`src/core/dtc_pkg.sv`:
```
// register map, bit positions and shared types of the dual timer/counter
`default_nettype none
package dtc_pkg;
	// register addresses on the plain register port
	localparam logic [7:0] DTC_A_CTL  = 8'h88; // timer_run_and_flag_control
	localparam logic [7:0] DTC_A_MODE = 8'h89; // timer_mode_register
	localparam logic [7:0] DTC_A_LO0  = 8'h8a; // unit0_low_byte, unit 1 at +1
	localparam logic [7:0] DTC_A_HI0  = 8'h8c; // unit0_high_byte, unit 1 at +1
	localparam logic [7:0] DTC_A_AUXM = 8'h8f; // timer_aux_mode_register
	localparam logic [7:0] DTC_A_TOG  = 8'ha2; // auxiliary_control_one toggle enables
	localparam logic [7:0] DTC_RST    = 8'h00;
	// control register: unit u fields sit at base + DTC_CTL_STRIDE*u
	localparam int DTC_B_TYPE     = 0;
	localparam int DTC_B_EDGE     = 1;
	localparam int DTC_B_RUN      = 4;
	localparam int DTC_B_OVF      = 5;
	localparam int DTC_CTL_STRIDE = 2;
	// mode register: unit u fields sit at base + DTC_MODE_STRIDE*u
	localparam int DTC_B_MHI         = 1;
	localparam int DTC_B_CT          = 2;
	localparam int DTC_B_GATE        = 3;
	localparam int DTC_MODE_STRIDE   = 4;
	// prescaler and byte limits
	localparam logic [4:0] DTC_PRE_MAX  = 5'h1f;
	localparam logic [7:0] DTC_BYTE_MAX = 8'hff;
	localparam logic [7:0] DTC_PWM_HI   = 8'h00;
	localparam logic [7:0] DTC_PWM_LO   = 8'hff;
	// mode field encodings; 100, 101 and 111 are reserved and hold the count
	typedef enum logic [2:0] {
		DTC_M0  = 3'b000,
		DTC_M1  = 3'b001,
		DTC_M2  = 3'b010,
		DTC_M3  = 3'b011,
		DTC_PWM = 3'b110
	} dtc_mode_type;
	// register port request
	typedef struct packed {
		logic [7:0] addr;
		logic [7:0] wdata;
		logic       wr;
		logic       rd;
	} dtc_bus_type;
	// hardware clears when the interrupt controller vectors
	typedef struct packed {
		logic [1:0] ovf;
		logic [1:0] edge_flag;
	} dtc_ack_type;
	// one counting step of a unit
	typedef struct packed {
		logic [7:0] lo;
		logic [7:0] hi;
		logic       ovf;
	} dtc_cnt_type;
endpackage : dtc_pkg
`default_nettype wire

```
`src/core/dtc_timer.sv`:
```
// dual timer/counter with run/flag control register and overflow toggle pins
// How it works
// - mode 0 is 13 bits, 5-bit prescaler under 8-bit high byte, flag on wrap.
// - outside unit 0 split, a unit advances only when run is set and gate is clear or irq pin high.
// - mode 0 uses high byte and low 5 bits; low byte upper 3 bits left alone.
// - setting run resumes counting and never clears the count bytes.
// - each unit has its own gate bit, unit 1 at bit 7, unit 0 at bit 3.
// - mode 1 is a plain 16-bit cascade without prescaler.
// - mode 2 low byte counts, on overflow sets flag and reloads from high byte.
// - unit 1 in mode 3 is stopped as if its run bit were clear.
// - unit 0 mode 3 splits into low counter and high timer using unit 1 run/flag.
// - then unit 1 runs by leaving mode 3 and never sets its flag.
// - mode 6 is a 256-clock PWM built like the 8-bit mode.
// - in mode 6 the flag is low for high-byte clocks; software keeps 1..254.
// - in mode 6 hardware drives the flag, high for 256 minus high byte clocks.
// - in mode 6 high byte 00h forces the pin high, FFh forces it low.
// - in mode 6 the flag rises per period; while counting, software writes and acks cannot clear it.
// - run bits at 4 and 6 of the control register, all bits reset zero.
// - overflow flags at 5 and 7 set by hardware, cleared by ack or software.
// - type bits 0 and 2 pick falling edge when set, low level when clear.
// - edge flags 1 and 3 set on detection, cleared by ack or software.
// - outside mode 6, with toggle enable set, each overflow of a unit's counting step inverts its pin; the split high byte overflow toggles none.
// - outside mode 6, turning toggling on drives the pin high until the first overflow.
// - mode field 000..011 are modes 0..3, 110 is PWM, the rest reserved.
// - select clear counts the cpu clock, set counts external pin events.
`default_nettype none
module dtc_timer (
	// clock and reset
	input  wire logic             clk_sys,
	input  wire logic             rst_n,
	// register port
	input  wire dtc_pkg::dtc_bus_type bus,
	output logic [7:0]            rdata,
	// interrupt controller
	input  wire dtc_pkg::dtc_ack_type ack,
	output logic [7:0]            ctl_flags,
	// pins
	input  wire logic [1:0]       ext_irq_pin,
	input  wire logic [1:0]       tpin_in,
	output logic [1:0]            tpin_out,
	output logic [1:0]            tpin_oe
);
	import dtc_pkg::*;

	// mode field decode, used for both units
	function automatic dtc_mode_type mode_of(input logic m2, input logic [1:0] m10);
		mode_of = dtc_mode_type'({m2, m10});
	endfunction : mode_of

	// one counting step for a unit in its own mode
	function automatic dtc_cnt_type step(input dtc_mode_type m, input logic [7:0] lo,
			input logic [7:0] hi, input logic tk);
		dtc_cnt_type r;
		r = '{lo: lo, hi: hi, ovf: 1'b0};
		if (tk) begin
			case (m)
				DTC_M0: begin
					// upper 3 bits of the low byte are never touched
					r.lo[4:0] = lo[4:0] + 5'h01;
					if (lo[4:0] == DTC_PRE_MAX) begin
						r.hi  = hi + 8'h01;
						r.ovf = (hi == DTC_BYTE_MAX);
					end
				end
				DTC_M1: begin
					{r.hi, r.lo} = {hi, lo} + 16'h0001;
					r.ovf = ({hi, lo} == {DTC_BYTE_MAX, DTC_BYTE_MAX});
				end
				DTC_M2: begin
					r.lo  = (lo == DTC_BYTE_MAX) ? hi : lo + 8'h01;
					r.ovf = (lo == DTC_BYTE_MAX);
				end
				DTC_M3, DTC_PWM: begin
					// pwm wraps freely so the period stays 256 clocks
					r.lo  = lo + 8'h01;
					r.ovf = (lo == DTC_BYTE_MAX);
				end
				default: r.ovf = 1'b0;
			endcase
		end
		step = r;
	endfunction : step

	// state
	logic [7:0]   ctl_q;
	logic [7:0]   mode_q;
	logic [1:0]   aux_mode_q;
	logic [1:0]   tog_q;
	logic [7:0]   lo_q [2];
	logic [7:0]   hi_q [2];
	logic [1:0]   sync1_q;
	logic [1:0]   sync2_q;
	logic [1:0]   sync3_q;
	logic [1:0]   irq_prev_q;
	logic [1:0]   out_q;
	logic [7:0]   rdata_q;

	// next values and decode
	logic [7:0]   ctl_d;
	logic [7:0]   lo_d [2];
	logic [7:0]   hi_d [2];
	logic [1:0]   out_d;
	dtc_mode_type mode [2];
	dtc_cnt_type  stp [2];
	logic [1:0]   run;
	logic [1:0]   gate;
	logic [1:0]   ct_sel;
	logic [1:0]   src;
	logic [1:0]   gate_open;
	logic [1:0]   tick;
	logic [1:0]   pwm;
	logic [1:0]   pwm_lvl;
	logic [1:0]   ovf_set;
	logic [1:0]   pwm_owns;
	logic [1:0]   ie_set;
	logic [1:0]   wr_lo;
	logic [1:0]   wr_hi;
	logic [1:0]   turn_on;
	logic         wr_ctl;
	logic         wr_mode;
	logic         wr_auxm;
	logic         wr_tog;
	logic         u0_split;
	logic         hi3_tick;
	logic         hi3_ovf;
	logic [7:0]   rd_sel;

	// register port write decode
	assign wr_ctl  = bus.wr && (bus.addr == DTC_A_CTL);
	assign wr_mode = bus.wr && (bus.addr == DTC_A_MODE);
	assign wr_auxm = bus.wr && (bus.addr == DTC_A_AUXM);
	assign wr_tog  = bus.wr && (bus.addr == DTC_A_TOG);

	// unit 0 split mode steals unit 1 run bit and flag
	assign u0_split = (mode[0] == DTC_M3);
	assign hi3_tick = u0_split && run[1];
	assign hi3_ovf  = hi3_tick && (hi_q[0] == DTC_BYTE_MAX);

	// unit 1 ignores run and gate while unit 0 is split; only its own mode 3 stops it
	assign tick[0] = gate_open[0] && src[0];
	assign tick[1] = src[1] && (mode[1] != DTC_M3)
		&& (u0_split || gate_open[1]);

	// flag sources: unit 1 counter never reaches the flag while unit 0 is split
	assign ovf_set[0]  = stp[0].ovf;
	assign ovf_set[1]  = u0_split ? hi3_ovf : stp[1].ovf;
	assign pwm_owns[0] = pwm[0] && tick[0];
	assign pwm_owns[1] = pwm[1] && tick[1] && !u0_split;

	// per-unit logic
	for (genvar u = 0; u < 2; u++) begin : g_unit
		localparam int CB = DTC_CTL_STRIDE * u;
		localparam int MB = DTC_MODE_STRIDE * u;
		logic keep_ovf;
		logic keep_edge;

		assign mode[u]   = mode_of(aux_mode_q[u], mode_q[MB + DTC_B_MHI -: 2]);
		assign run[u]    = ctl_q[DTC_B_RUN + CB];
		assign gate[u]   = mode_q[DTC_B_GATE + MB];
		assign ct_sel[u] = mode_q[DTC_B_CT + MB];
		assign pwm[u]    = (mode[u] == DTC_PWM);

		// internal select counts every clock, external counts pin falling edges
		assign src[u]       = ct_sel[u] ? (sync3_q[u] && !sync2_q[u]) : 1'b1;
		assign gate_open[u] = run[u] && (!gate[u] || ext_irq_pin[u]);
		assign stp[u]       = step(mode[u], lo_q[u], hi_q[u], tick[u]);
		assign pwm_lvl[u]   = (stp[u].lo >= hi_q[u]);

		// byte writes win over counting in the same cycle
		assign wr_lo[u] = bus.wr && (bus.addr == 8'(DTC_A_LO0 + u));
		assign wr_hi[u] = bus.wr && (bus.addr == 8'(DTC_A_HI0 + u));
		assign lo_d[u]  = wr_lo[u] ? bus.wdata : stp[u].lo;
		if (u == 0) begin : g_hi0
			assign hi_d[u] = wr_hi[u] ? bus.wdata
				: (u0_split ? (hi3_tick ? hi_q[u] + 8'h01 : hi_q[u]) : stp[u].hi);
		end else begin : g_hi1
			assign hi_d[u] = wr_hi[u] ? bus.wdata : stp[u].hi;
		end

		// control bits: outside pwm, set by hardware wins over any clear in the same cycle
		assign keep_ovf  = (wr_ctl ? bus.wdata[DTC_B_OVF + CB] : ctl_q[DTC_B_OVF + CB])
			&& !ack.ovf[u];
		assign keep_edge = (wr_ctl ? bus.wdata[DTC_B_EDGE + CB] : ctl_q[DTC_B_EDGE + CB])
			&& !ack.edge_flag[u];
		assign ctl_d[DTC_B_TYPE + CB] = wr_ctl ? bus.wdata[DTC_B_TYPE + CB]
			: ctl_q[DTC_B_TYPE + CB];
		assign ctl_d[DTC_B_RUN + CB]  = wr_ctl ? bus.wdata[DTC_B_RUN + CB]
			: ctl_q[DTC_B_RUN + CB];
		assign ctl_d[DTC_B_OVF + CB]  = pwm_owns[u] ? pwm_lvl[u]
			: (ovf_set[u] || keep_ovf);
		assign ctl_d[DTC_B_EDGE + CB] = ie_set[u] || keep_edge;

		// edge type catches a falling pin, level type follows a low pin
		assign ie_set[u] = ctl_q[DTC_B_TYPE + CB] ? (irq_prev_q[u] && !ext_irq_pin[u])
			: !ext_irq_pin[u];

		// pin: high on enable, forced or flag-following in pwm, toggled on overflow
		assign turn_on[u] = wr_tog && bus.wdata[u] && !tog_q[u];
		assign out_d[u] = turn_on[u] ? 1'b1
			: pwm[u] ? ((hi_q[u] == DTC_PWM_HI) ? 1'b1
				: (hi_q[u] == DTC_PWM_LO) ? 1'b0 : pwm_lvl[u])
			: (tog_q[u] && stp[u].ovf) ? !out_q[u] : out_q[u];
	end

	// read selection; reserved and unmapped bits read zero
	assign rd_sel = (bus.addr == DTC_A_CTL)  ? ctl_q
		: (bus.addr == DTC_A_MODE) ? mode_q
		: (bus.addr == DTC_A_LO0)  ? lo_q[0]
		: (bus.addr == 8'(DTC_A_LO0 + 1)) ? lo_q[1]
		: (bus.addr == DTC_A_HI0)  ? hi_q[0]
		: (bus.addr == 8'(DTC_A_HI0 + 1)) ? hi_q[1]
		: (bus.addr == DTC_A_AUXM) ? {3'h0, aux_mode_q[1], 3'h0, aux_mode_q[0]}
		: (bus.addr == DTC_A_TOG)  ? {6'h00, tog_q}
		: DTC_RST;

	// software registers
	always_ff @(posedge clk_sys) begin
		if (!rst_n) begin
			ctl_q      <= DTC_RST;
			mode_q     <= DTC_RST;
			aux_mode_q <= 2'h0;
			tog_q      <= 2'h0;
		end else begin
			ctl_q <= ctl_d;
			if (wr_mode) mode_q <= bus.wdata;
			if (wr_auxm) aux_mode_q <= {bus.wdata[DTC_MODE_STRIDE], bus.wdata[0]};
			if (wr_tog) tog_q <= bus.wdata[1:0];
		end
	end

	// count bytes; the run bit only gates ticks, it never clears these
	always_ff @(posedge clk_sys) begin
		if (!rst_n) begin
			lo_q <= '{DTC_RST, DTC_RST};
			hi_q <= '{DTC_RST, DTC_RST};
		end else begin
			lo_q <= lo_d;
			hi_q <= hi_d;
		end
	end

	// pin history: three stages so the first stage feeds only the second
	always_ff @(posedge clk_sys) begin
		if (!rst_n) begin
			sync1_q    <= 2'h3;
			sync2_q    <= 2'h3;
			sync3_q    <= 2'h3;
			irq_prev_q <= 2'h3;
			out_q      <= 2'h3;
		end else begin
			sync1_q    <= tpin_in;
			sync2_q    <= sync1_q;
			sync3_q    <= sync2_q;
			irq_prev_q <= ext_irq_pin;
			out_q      <= out_d;
		end
	end

	// read data stands only in the cycle after the strobe
	always_ff @(posedge clk_sys) begin
		if (!rst_n) rdata_q <= DTC_RST;
		else rdata_q <= bus.rd ? rd_sel : DTC_RST;
	end

	assign rdata     = rdata_q;
	assign ctl_flags = ctl_q;
	assign tpin_out  = out_q;
	assign tpin_oe   = tog_q | pwm;
endmodule : dtc_timer
`default_nettype wire

```
`config.mk`:
```
export PLATFORM = sky130hd
export DESIGN_NAME = dtc_timer
export DESIGN_NICKNAME = d
export VERILOG_FILES = /design/src/core/dtc_pkg.sv /design/src/core/dtc_timer.sv
export SDC_FILE = /design/constraint.sdc
export NUM_CORES = 1
export LEC_CHECK = 0
export BUFFER_PORTS_ARGS = -buffer_cell sky130_fd_sc_hd__buf_2
export CAP_MARGIN = 25
export CELL_PAD_IN_SITES_DETAIL_PLACEMENT = 1
export CELL_PAD_IN_SITES_GLOBAL_PLACEMENT = 1
export CORE_MARGIN = 1
export CORE_UTILIZATION = 40
export DETAILED_ROUTE_END_ITERATION = 7
export MAX_ROUTING_LAYER = met4
export PLACE_DENSITY_LB_ADDON = 0.1
export SYNTH_ARGS = -nofsm -noshare
export SYNTH_HDL_FRONTEND = slang
export SYNTH_SLANG_ARGS = --single-unit
```
`constraint.sdc`:
```
create_clock -name clk_sys -period 3 [get_ports clk_sys]
set_input_delay 0.3 -clock clk_sys [delete_from_list [all_inputs] [get_ports clk_sys]]
set_output_delay 0.3 -clock clk_sys [all_outputs]
set_load 0.01 [all_outputs]
```
=== After elaboration in Yosys (flattened, before gate mapping) ===
Cells that the tools add are included.

* Register bits: 70
* Bits in latches: 0
* Memory bits (writable): 0
* Memory bits (read-only): 0
* Input port bits: 28
* Output and inout port bits: 20
* Logic and storage cells: 176
* Memories: 0

* Add/subtract/negate cells: 8
* $mul: 0
* Div/mod/pow operators: 0
* Magnitude comparators: 2
* Equality and inequality tests: 28
* Shift-type cells: 0
* Multiplexer cells: 47
* Bitwise logic cells: 2
* Reductions and logical operators: 73

{| class="wikitable"
|+ Operator list
! kind !! number
|-
| $mux W8 || 14
|-
| $eq A8 B8 Y1 const B || 12
|-
| $pmux W5 S4 || 2
|-
| $mux W17 || 2
|-
| $add A16 B1 Y16 const B || 2
|-
| $add A8 B1 Y8 const B || 4
|-
| $eq A16 B16 Y1 const B || 2
|-
| $logic_and A1 B1 Y1 || 32
|-
| $pmux W8 S2 || 2
|-
| $mux W1 || 19
|-
| $mux W9 || 2
|-
| $pmux W3 S3 || 2
|-
| $ge A8 B8 Y1 || 2
|-
| $logic_not A8 Y1 || 2
|-
| $logic_not A1 Y1 || 15
|-
| $eq A3 B2 Y1 const B || 4
|-
| $add A5 B1 Y5 const B || 2
|-
| $eq A5 B5 Y1 const B || 2
|-
| $reduce_or A2 Y1 || 4
|-
| $logic_or A1 B1 Y1 || 7
|-
| $eq A3 B1 Y1 const B || 2
|-
| $eq A3 B3 Y1 const B || 2
|-
| $logic_not A3 Y1 || 2
|-
| $ne A3 B2 Y1 const B || 2
|-
| 14 further kinds || 19
|}

=== Logic depth before layout (Yosys ltp) ===
Gate-level depths: netlist (run 1).

* Depth after elaboration: 10
* Mapped depth: 15

=== Worst setup path after synthesis (run 1) ===
Ideal clock, no wire load.

* Kind: register to register
* Start point: register lo_q[0] (netlist name)
* End point: register out_q[1], in the netlist tpin_out[1]
* Arrival time: 2,895 ps
* Data required time: 2,883 ps
* Path slack: -12 ps
* Cell stages (with the launch flop): 13
* Buffers on the path: 0
* Path through: dfxtp_1 -> ha_1 -> nand4_1 -> or3_1 -> and2_1 -> o31a_1 -> ha_1 -> nand2b_1 -> a2111oi_0 -> nor4_1 -> a21oi_1 -> a21oi_1 -> o22a_1

* Cells in the longest elaborated chain, start to end: 8
* Elaborated cells on any way between the ends: 18
* Classes of those cells: 3 x add/sub; 1 x order compare; 3 x eq/ne; 9 x mux; 2 x reduce/logical

{| class="wikitable"
|+ Ends and longest elaborated chain
! element !! line !! source
|-
| start: declaration || dtc_timer.sv:89 || <nowiki>logic [7:0] lo_q [2];</nowiki>
|-
| start signal: assignment || dtc_timer.sv:234 || <nowiki>lo_q <= '{DTC_RST, DTC_RST};</nowiki>
|-
| start signal: assignment || dtc_timer.sv:237 || <nowiki>lo_q <= lo_d;</nowiki>
|-
| $add A8 B1 Y8 or $eq A8 B8 Y1 (tied branches) || n/a ||
|-
| $mux W8 || dtc_timer.sv:70 || <nowiki>r.lo = (lo == DTC_BYTE_MAX) ? hi : lo + 8'h01;</nowiki>
|-
| $pmux W5 S4 or $pmux W3 S3 (tied branches) || dtc_timer.sv:56 || <nowiki>case (m)</nowiki>
|-
| $mux W17 * || dtc_timer.sv:55 || <nowiki>if (tk) begin</nowiki>
|-
| $ge A8 B8 Y1 || dtc_timer.sv:167 || <nowiki>assign pwm_lvl[u] = (stp[u].lo >= hi_q[u]);</nowiki>
|-
| $mux W1 || dtc_timer.sv:201 || <nowiki>: (hi_q[u] == DTC_PWM_LO) ? 1'b0 : pwm_lvl[u])</nowiki>
|-
| $mux W1 (2 in a row) || dtc_timer.sv:200 || <nowiki>: pwm[u] ? ((hi_q[u] == DTC_PWM_HI) ? 1'b1</nowiki>
|-
| end signal: assignment || dtc_timer.sv:255 || <nowiki>out_q <= out_d;</nowiki>
|-
| end: declaration || dtc_timer.sv:95 || <nowiki>logic [1:0] out_q;</nowiki>
|}

Mark *: on every way between the ends. The rest lies on a longest branch, timed or not. The select of a mux whose other input is x is not followed.
A chain may end at the register's enable or synchronous reset.

=== Final worst setup path (run 1) ===
* Start point: register lo_q[1] (netlist name)
* End point: register out_q[1], in the netlist tpin_out[1]

The elaborated chain is that of the path after synthesis.

==> reports/metrics.yaml, run 1 <==
finClkSkew_ns: 0.00645
ctsHtreeMaxLevel: 3
syn_area_um2: 5170
fin_crit_ns: 2.89
drv_cap: 0
synth_top_flop_cell: "dfxtp_1"
syn-instance-count: 705
setup_viol: 0
grt_overflow: 0
clk_latency_ns: 0.35
routabilityCongestion: 0.985
wl_met1_um: 9780
worst_slew_pin_slew_ns: 0.591
antenna_found_initial: 0
clk_pin_slew_ns: 0.07
min_path_type: "in -> reg"
hold_viol: 0
dieArea_um2: 13400
cp.required_ns: 3.24
ys_seq_elements: 70
dp_hpwl_um: 16900
ant_nets: 0
grt_first_pass_wirelength_um: 33900
power_density_nw_per_um2: 367
start_util: 0.410
holdCritStartpoint: "tpin_in[1]"
synth.area.top_cells: "dfxtp_1, nand2_1, ha_1, nor2_1, o21ai_0"
nNetsFinal: 844
register_area_um2: 1410
grt_pass1_vias: 5894
drive_gt1_frac: 0.217
synth_area_per_cell_um2: 7.34
reg2reg_to: "tpin_out[1]$_SDFFE_PP1P_"
clk_path_buf_depth: 2
fmax_mhz: 346
port-buffer-count: 47
p_leak_nw: 2.51
grt_max_degree: 30
crit_arrival_ns: 3.13
rrSetupSlack_ns: 0.11
hold_path_end: "sync1_q[1]$_SDFF_PN1_"
routed.top_layer: "met4"
clockRootBuffer: "clkbuf_16"
dr.pass1.iters: 5
route.met3.wl_um: 1490
r2r-start: "lo_q[1]$_SDFF_PN0_"
ys.warnings.count: 0
multi_input_area_um2: 3550
ioPinCount: 48
rows: 41
yosysUniqueCellTypes: 73
ir_drop_mv: 0.215
final_util: 0.508
async_flop_share: 0
r2r_cells: 12
wirelength_um: 22400
tritoncts: "built"
fp.dieW_um: 116
yosysSeqAreaShare: 0.271
cts_num_sinks: 70
drcViolationCount: 0
hold_depth: 2
via_per_inst: 6.22
maxSlewViolCount: 0
drt_iter0_drc: 606
numCtsBuffers: 9
endpoint_kind: "flip-flop"
max_slew_margin: 0.603
cp-start-kind: "flip-flop"
grt_use_total: 0.356
met2_length_um: 10100
syn_to_final_growth_pct: 24.0
via_count: 6033
die_h_um: 116
diodes: 0
synth_top_area_share: 0.271
fin_hold_ws_ns: 0.133
yosys.area.top_type: "dfxtp_1"
wl_per_cell_um: 23.1
critPathMaxFanout: 2
synth_edf_count: 0
syn_nets: 756
period_share: 0.963
nFillCells: 1634
hold_buffers: 0
status: "finished, final reports clean"
core_area_um2: 12600
worstSetupPathType: "reg -> reg"
==> how the worst max path moves through the flow <==
stage | from | endpoint | slack, ns | depth (start not counted)
global placement | mode_q[5]$_SDFFE_PN0P_ | tpin_out[1]$_SDFFE_PP1P_ | 0.13 | 13
floorplan | lo_q[0]$_SDFF_PN0_ | tpin_out[1]$_SDFFE_PP1P_ | 0.007 | 12
finish | lo_q[1]$_SDFF_PN0_ | tpin_out[1]$_SDFFE_PP1P_ | 0.11 | 12
CTS | lo_q[1]$_SDFF_PN0_ | tpin_out[1]$_SDFFE_PP1P_ | 0.02 | 12
detailed placement | mode_q[0]$_SDFFE_PN0P_ | tpin_out[0]$_SDFFE_PP1P_ | -0.004 | 13
global route | lo_q[1]$_SDFF_PN0_ | tpin_out[1]$_SDFFE_PP1P_ | -0.01 | 12
==> where the power goes <==
part / total (mW) / internal [mW] / switching [mW]
clock network: 1.22 / 0.742 / 0.479
logic: 0.187 / 0.0643 / 0.122
registers: 0.946 / 0.940 / 0.00616
==> worst max-delay path: stages, from the launching register on <==
cell and delay, ns:
dfxtp_2 0.34, ha_2 0.18, nand4_1 0.12, or3_1 0.42, and2_1 0.17, o31a_1 0.25
ha_1 0.29, nand2b_4 0.16, a2111oi_4 0.35, nor4_2 0.07, a21oi_2 0.17, a21oi_1 0.06
o22a_1 0.20
==> Yosys cell counts, drive strengths merged (10+ instances only) <==
cell / instances
nor2b: 11
nand4: 10
nor2: 66
nand3: 31
o21ai: 50
nand2: 89
nor3: 16
mux2i: 20
inv: 33
clkbuf: 35
dfxtp: 70
ha: 23
a21oi: 45
nor4: 11
xnor2: 10
nand2b: 18
a31oi: 18
o22ai: 12
==> what timing repair did <==
item,4_1_cts,5_1_grt
setup endpoints to repair,2,3
resized for setup,3,21
setup buffers,0,1
pin swaps,0,7
==> state kept, by name, indices dropped and copies added (netlist names) <==
name and flops:
ctl_flags 8, sync2_q 2, lo_q 16, tog_q 2, sync3_q 2, aux_mode_q 2
tpin_out 2, mode_q 8, hi_q 16, rdata 8, sync1_q 2, irq_prev_q 2
==> cell type report <==
class	count	share of cell area
flip-flops and latches	70	0.219
inverters	34	0.0199
clock buffers	9	0.0351
repair buffers	120	0.123
clock inverters	7	0.0160
well taps	172	0.0336
multi-input cells	558	0.553
==> cell usage in the layout, fill, tap and decap left out, drive strengths merged, types with 4 or more instances in the layout <==
cell and instances:
mux2i 20, inv 37, o41ai 6, o21a 5, buf 120, or4 4, o211ai 4, nand4 10
nand3 31, nor4 11, dfxtp 70, nand2b 18, nor2 66, clkbuf 9, a31oi 18, ha 23
o21ai 50, xnor2 10, or3 6, a21oi 45, o22ai 12, or2 5, and4 4, o31ai 4
a22oi 7, nor3 16, and2 5, and3 8, nand2 89, o221ai 4, nor3b 4, a32oi 5
nor2b 11
==> per-layer routing <==
layer  vias to the layer above  GRT usage
li1                       2773          -
met1                      2939      0.447
met5                         -          -
met4                         0      0.172
met2                       260      0.552
met3                        61     0.0633
==> stage by stage <==
stage	worst slack (ns)	power, mW	std cells	setup TNS, ns	cell area [µm²]
after detailed placement	-0.00409	1.14	953	-0.00409	5990
after global placement	0.135	1.14	953	0	5990
after floorplan	0.00739	1.06	705	0	5170
after global routing	-0.0127	2.42	970	-0.0127	6410
final	0.110	2.35	970	0	6410
after CTS	0.0201	2.36	969	0	6330
==> cell families after synthesis <==
kind of cell	share of synthesized area
buffers and inverters	0.0573
adder cells (fa/ha/maj)	0.0556
XOR/XNOR	0.0169
flip-flops	0.271
multiplexers	0.0496
AND/OR/NAND/NOR	0.291
AO/OA/AOI/OAI	0.258
Power figures use the tool's default switching activity.
==> run 2, diff against run 1 <==
Settings changed: ABC_AREA set to 1, CORE_UTILIZATION 40 to 38, GPL_TIMING_DRIVEN set to 1.
==> run 2 against run 1 <==
Largest cell class unchanged. Routed wire length grew 0.48%. Critical path type unchanged. Critical path depth grew 7. Cell count grew 19%. Via count grew 5.7%. Clock skew grew 0.0053 ns.
==> reports/metrics.yaml, run 2 <==
ys_seq_elements: 70  # unchanged
synth_area_per_cell_um2: 6.01  # -18%
grt_pass1_vias: 6091  # +3.3%
hold_viol: 0  # unchanged
ioPinCount: 48  # unchanged
fp.dieW_um: 123  # +6.2%
fin_crit_ns: 2.71  # -0.182 ns
routabilityCongestion: 0.948  # -3.7%
hold_path_end: "sync1_q[1]$_SDFF_PN1_"
grt_overflow: 0  # unchanged
antenna_found_initial: 0  # unchanged
finalWorstSetupSlack_ns: 0.292  # +0.182 ns
min_path_type: "in -> reg"
synth.area.top_cells: "dfxtp_1, nand2_1, inv_1, nand3_1, o21ai_0"
ctsHtreeMaxLevel: 3  # unchanged
async_flop_share: 0  # unchanged
wirelength_um: 22500  # +0.48%
wl_per_cell_um: 19.5  # -15%
cp.required_ns: 3.30  # +0.06 ns
grt_util_met2: 0.481  # -0.0707
dr.pass1.iters: 5  # unchanged
worst_slew_pin_slew_ns: 0.982  # +0.391 ns
synth_edf_count: 0  # unchanged
synth_most_common_cell: "nand2_1"
fin_area_um2: 6260  # -2.4%
syn_area_um2: 5560  # +7.4%
endpoint_kind: "flip-flop"
status: "finished, final reports clean"
max_slew_margin: 0.345  # -0.258
dieArea_um2: 15100  # +13%
final_util: 0.444  # -0.0640
clk_pin_slew_ns: 0.07  # about the same
power_mw: 2.22  # -5.6%
holdCritStartpoint: "tpin_in[1]"
port-buffer-count: 47  # unchanged
period_share: 0.903  # -0.0608
nNetsFinal: 1019  # +21%
drv_cap: 0  # unchanged
layout_common_cells: "nand2_1, inv_1, nand3_1, o21ai_0, a21oi_1"
cts-resized-gates: 0  # -3
diodes: 0  # unchanged
r2r_cells: 19  # +7
start_util: 0.394  # -0.0158
synth_top_area_share: 0.252  # -0.0187
grt_setup_unrepaired: "false"
yosys.area.top_type: "dfxtp_1"
tritoncts: "built"
syn_nets: 975  # +29%
rows: 43  # +4.9%
r2r-start: "lo_q[9]$_SDFF_PN0_"
syn-instance-count: 924  # +31%
met3_usage: 0.0858  # +0.0225
setup_viol: 0  # unchanged
ir_drop_mv: 0.412  # +92%
rrSetupSlack_ns: 0.29  # +0.18 ns
top_regs: "hi_q (16), lo_q (16)"
clk_path_buf_depth: 2  # unchanged
hold_depth: 2  # unchanged
post-place-ws_ns: 0.215  # +0.219 ns
drive_gt1_frac: 0.131  # -0.0863
grt_max_degree: 40  # +33%
finClkSkew_ns: 0.0118  # +0.00533 ns
worstSetupPathType: "reg -> reg"
grt_use_total: 0.319  # -0.0371
via_per_inst: 5.53  # -11%
clk_latency_ns: 0.36  # about the same
final.setup.tns_ns: 0  # unchanged
crit_arrival_ns: 3.01  # -0.12 ns
maxSlewViolCount: 0  # unchanged
power_density_nw_per_um2: 355  # -3.3%
drcViolationCount: 0  # unchanged
clockRootBuffer: "clkbuf_16"
via_count: 6377  # +5.7%
reg2reg_to: "tpin_out[0]$_SDFFE_PP1P_"
cp-start-kind: "flip-flop"
yosysSeqAreaShare: 0.252  # -0.0187
grt_first_pass_wirelength_um: 34200  # +0.88%
cts_num_sinks: 70  # unchanged
post_dp_cell_area_um2: 5950  # -0.73%
final_common_cell: "nand2_1"
fmax_mhz: 369  # +6.7%
synth_top_flop_cell: "dfxtp_1"
ys_top_cells_by_count: "nand2_1, inv_1, nand3_1, o21ai_0, a21oi_1"
postCtsSetupRepairBufs: 0  # unchanged
p_leak_nw: 3.13  # +25%
critPathMaxFanout: 15  # +13
ant_nets: 0  # unchanged
core_area_um2: 14100  # +12%
drt_iter0_drc: 457  # -25%
met1_usage: 0.418  # -0.0287
ys.warnings.count: 0  # unchanged
die_h_um: 123  # +6.2%
hold_buffers: 0  # unchanged
yosysUniqueCellTypes: 37  # -49%
syn_to_final_growth_pct: 12.7
dp_hpwl_um: 17700  # +5.0%
numCtsBuffers: 9  # unchanged
busiest_layer: "met2"
## run 2: metal layers
metal	vias to the layer above	wire length (µm)
met5	-	0
met4	0	410
met3	25	1700
met2	199	9850
met1	3060	10500
li1	3093	-
## run 2: cells by family after synthesis
logic type	share of synthesized area
simple gates	0.388
flops	0.252
compound gates	0.177
xor+xnor	0.0110
fa+ha+maj	0.0518
buf+inv	0.120
## run 2: how the worst max path moves through the flow
stage / start / to
after floorplan: lo_q[8]$_SDFF_PN0_ / tpin_out[0]$_SDFFE_PP1P_
after global placement: lo_q[1]$_SDFF_PN0_ / tpin_out[1]$_SDFFE_PP1P_
after detailed placement: lo_q[1]$_SDFF_PN0_ / tpin_out[1]$_SDFFE_PP1P_
after CTS: lo_q[1]$_SDFF_PN0_ / tpin_out[1]$_SDFFE_PP1P_
after global routing: lo_q[8]$_SDFF_PN0_ / tpin_out[0]$_SDFFE_PP1P_
final: lo_q[9]$_SDFF_PN0_ / tpin_out[0]$_SDFFE_PP1P_
## run 2: final cells by class
cell class              instances  area, µm²
inverters                     141        529
flip-flops and latches         70       1400
clock inverters                 7       81.3
well taps                     180        225
repair buffers                 57        310
multi-input cells             689       3490
fillers                      1991       7830
clock buffers                   9        225
## run 2: per-stage QoR
step / cells / hold slack [ns]
global placement: 1137 / 0.393
floorplan: 924 / 0.392
finish: 1153 / 0.133
global route: 1153 / 0.136
detailed placement: 1137 / 0.405
CTS: 1153 / 0.123
## run 2: critical path, cell delays in order, from the launching register on
cell,delay (ns)
dfxtp_1,0.40
ha_1,0.23
nand2_2,0.11
nor2_4,0.15
nand2_2,0.19
nand2_1,0.17
nand3_1,0.08
nand3_1,0.08
nand3_1,0.07
nand2_1,0.08
inv_1,0.05
ha_1,0.28
nand2_1,0.07
nor2_1,0.19
nand4_1,0.10
nand3_1,0.15
nand2_1,0.06
nand2_1,0.06
nand2_1,0.05
nand3_1,0.07
## run 2: report_power, final
part / internal [mW] / switching, mW / leakage [nW] / total [mW]
Sequential: 0.937 / 0.00521 / 0.566 / 0.943
Clock: 0.655 / 0.492 / 0.147 / 1.15
Combinational: 0.0375 / 0.0949 / 2.42 / 0.132
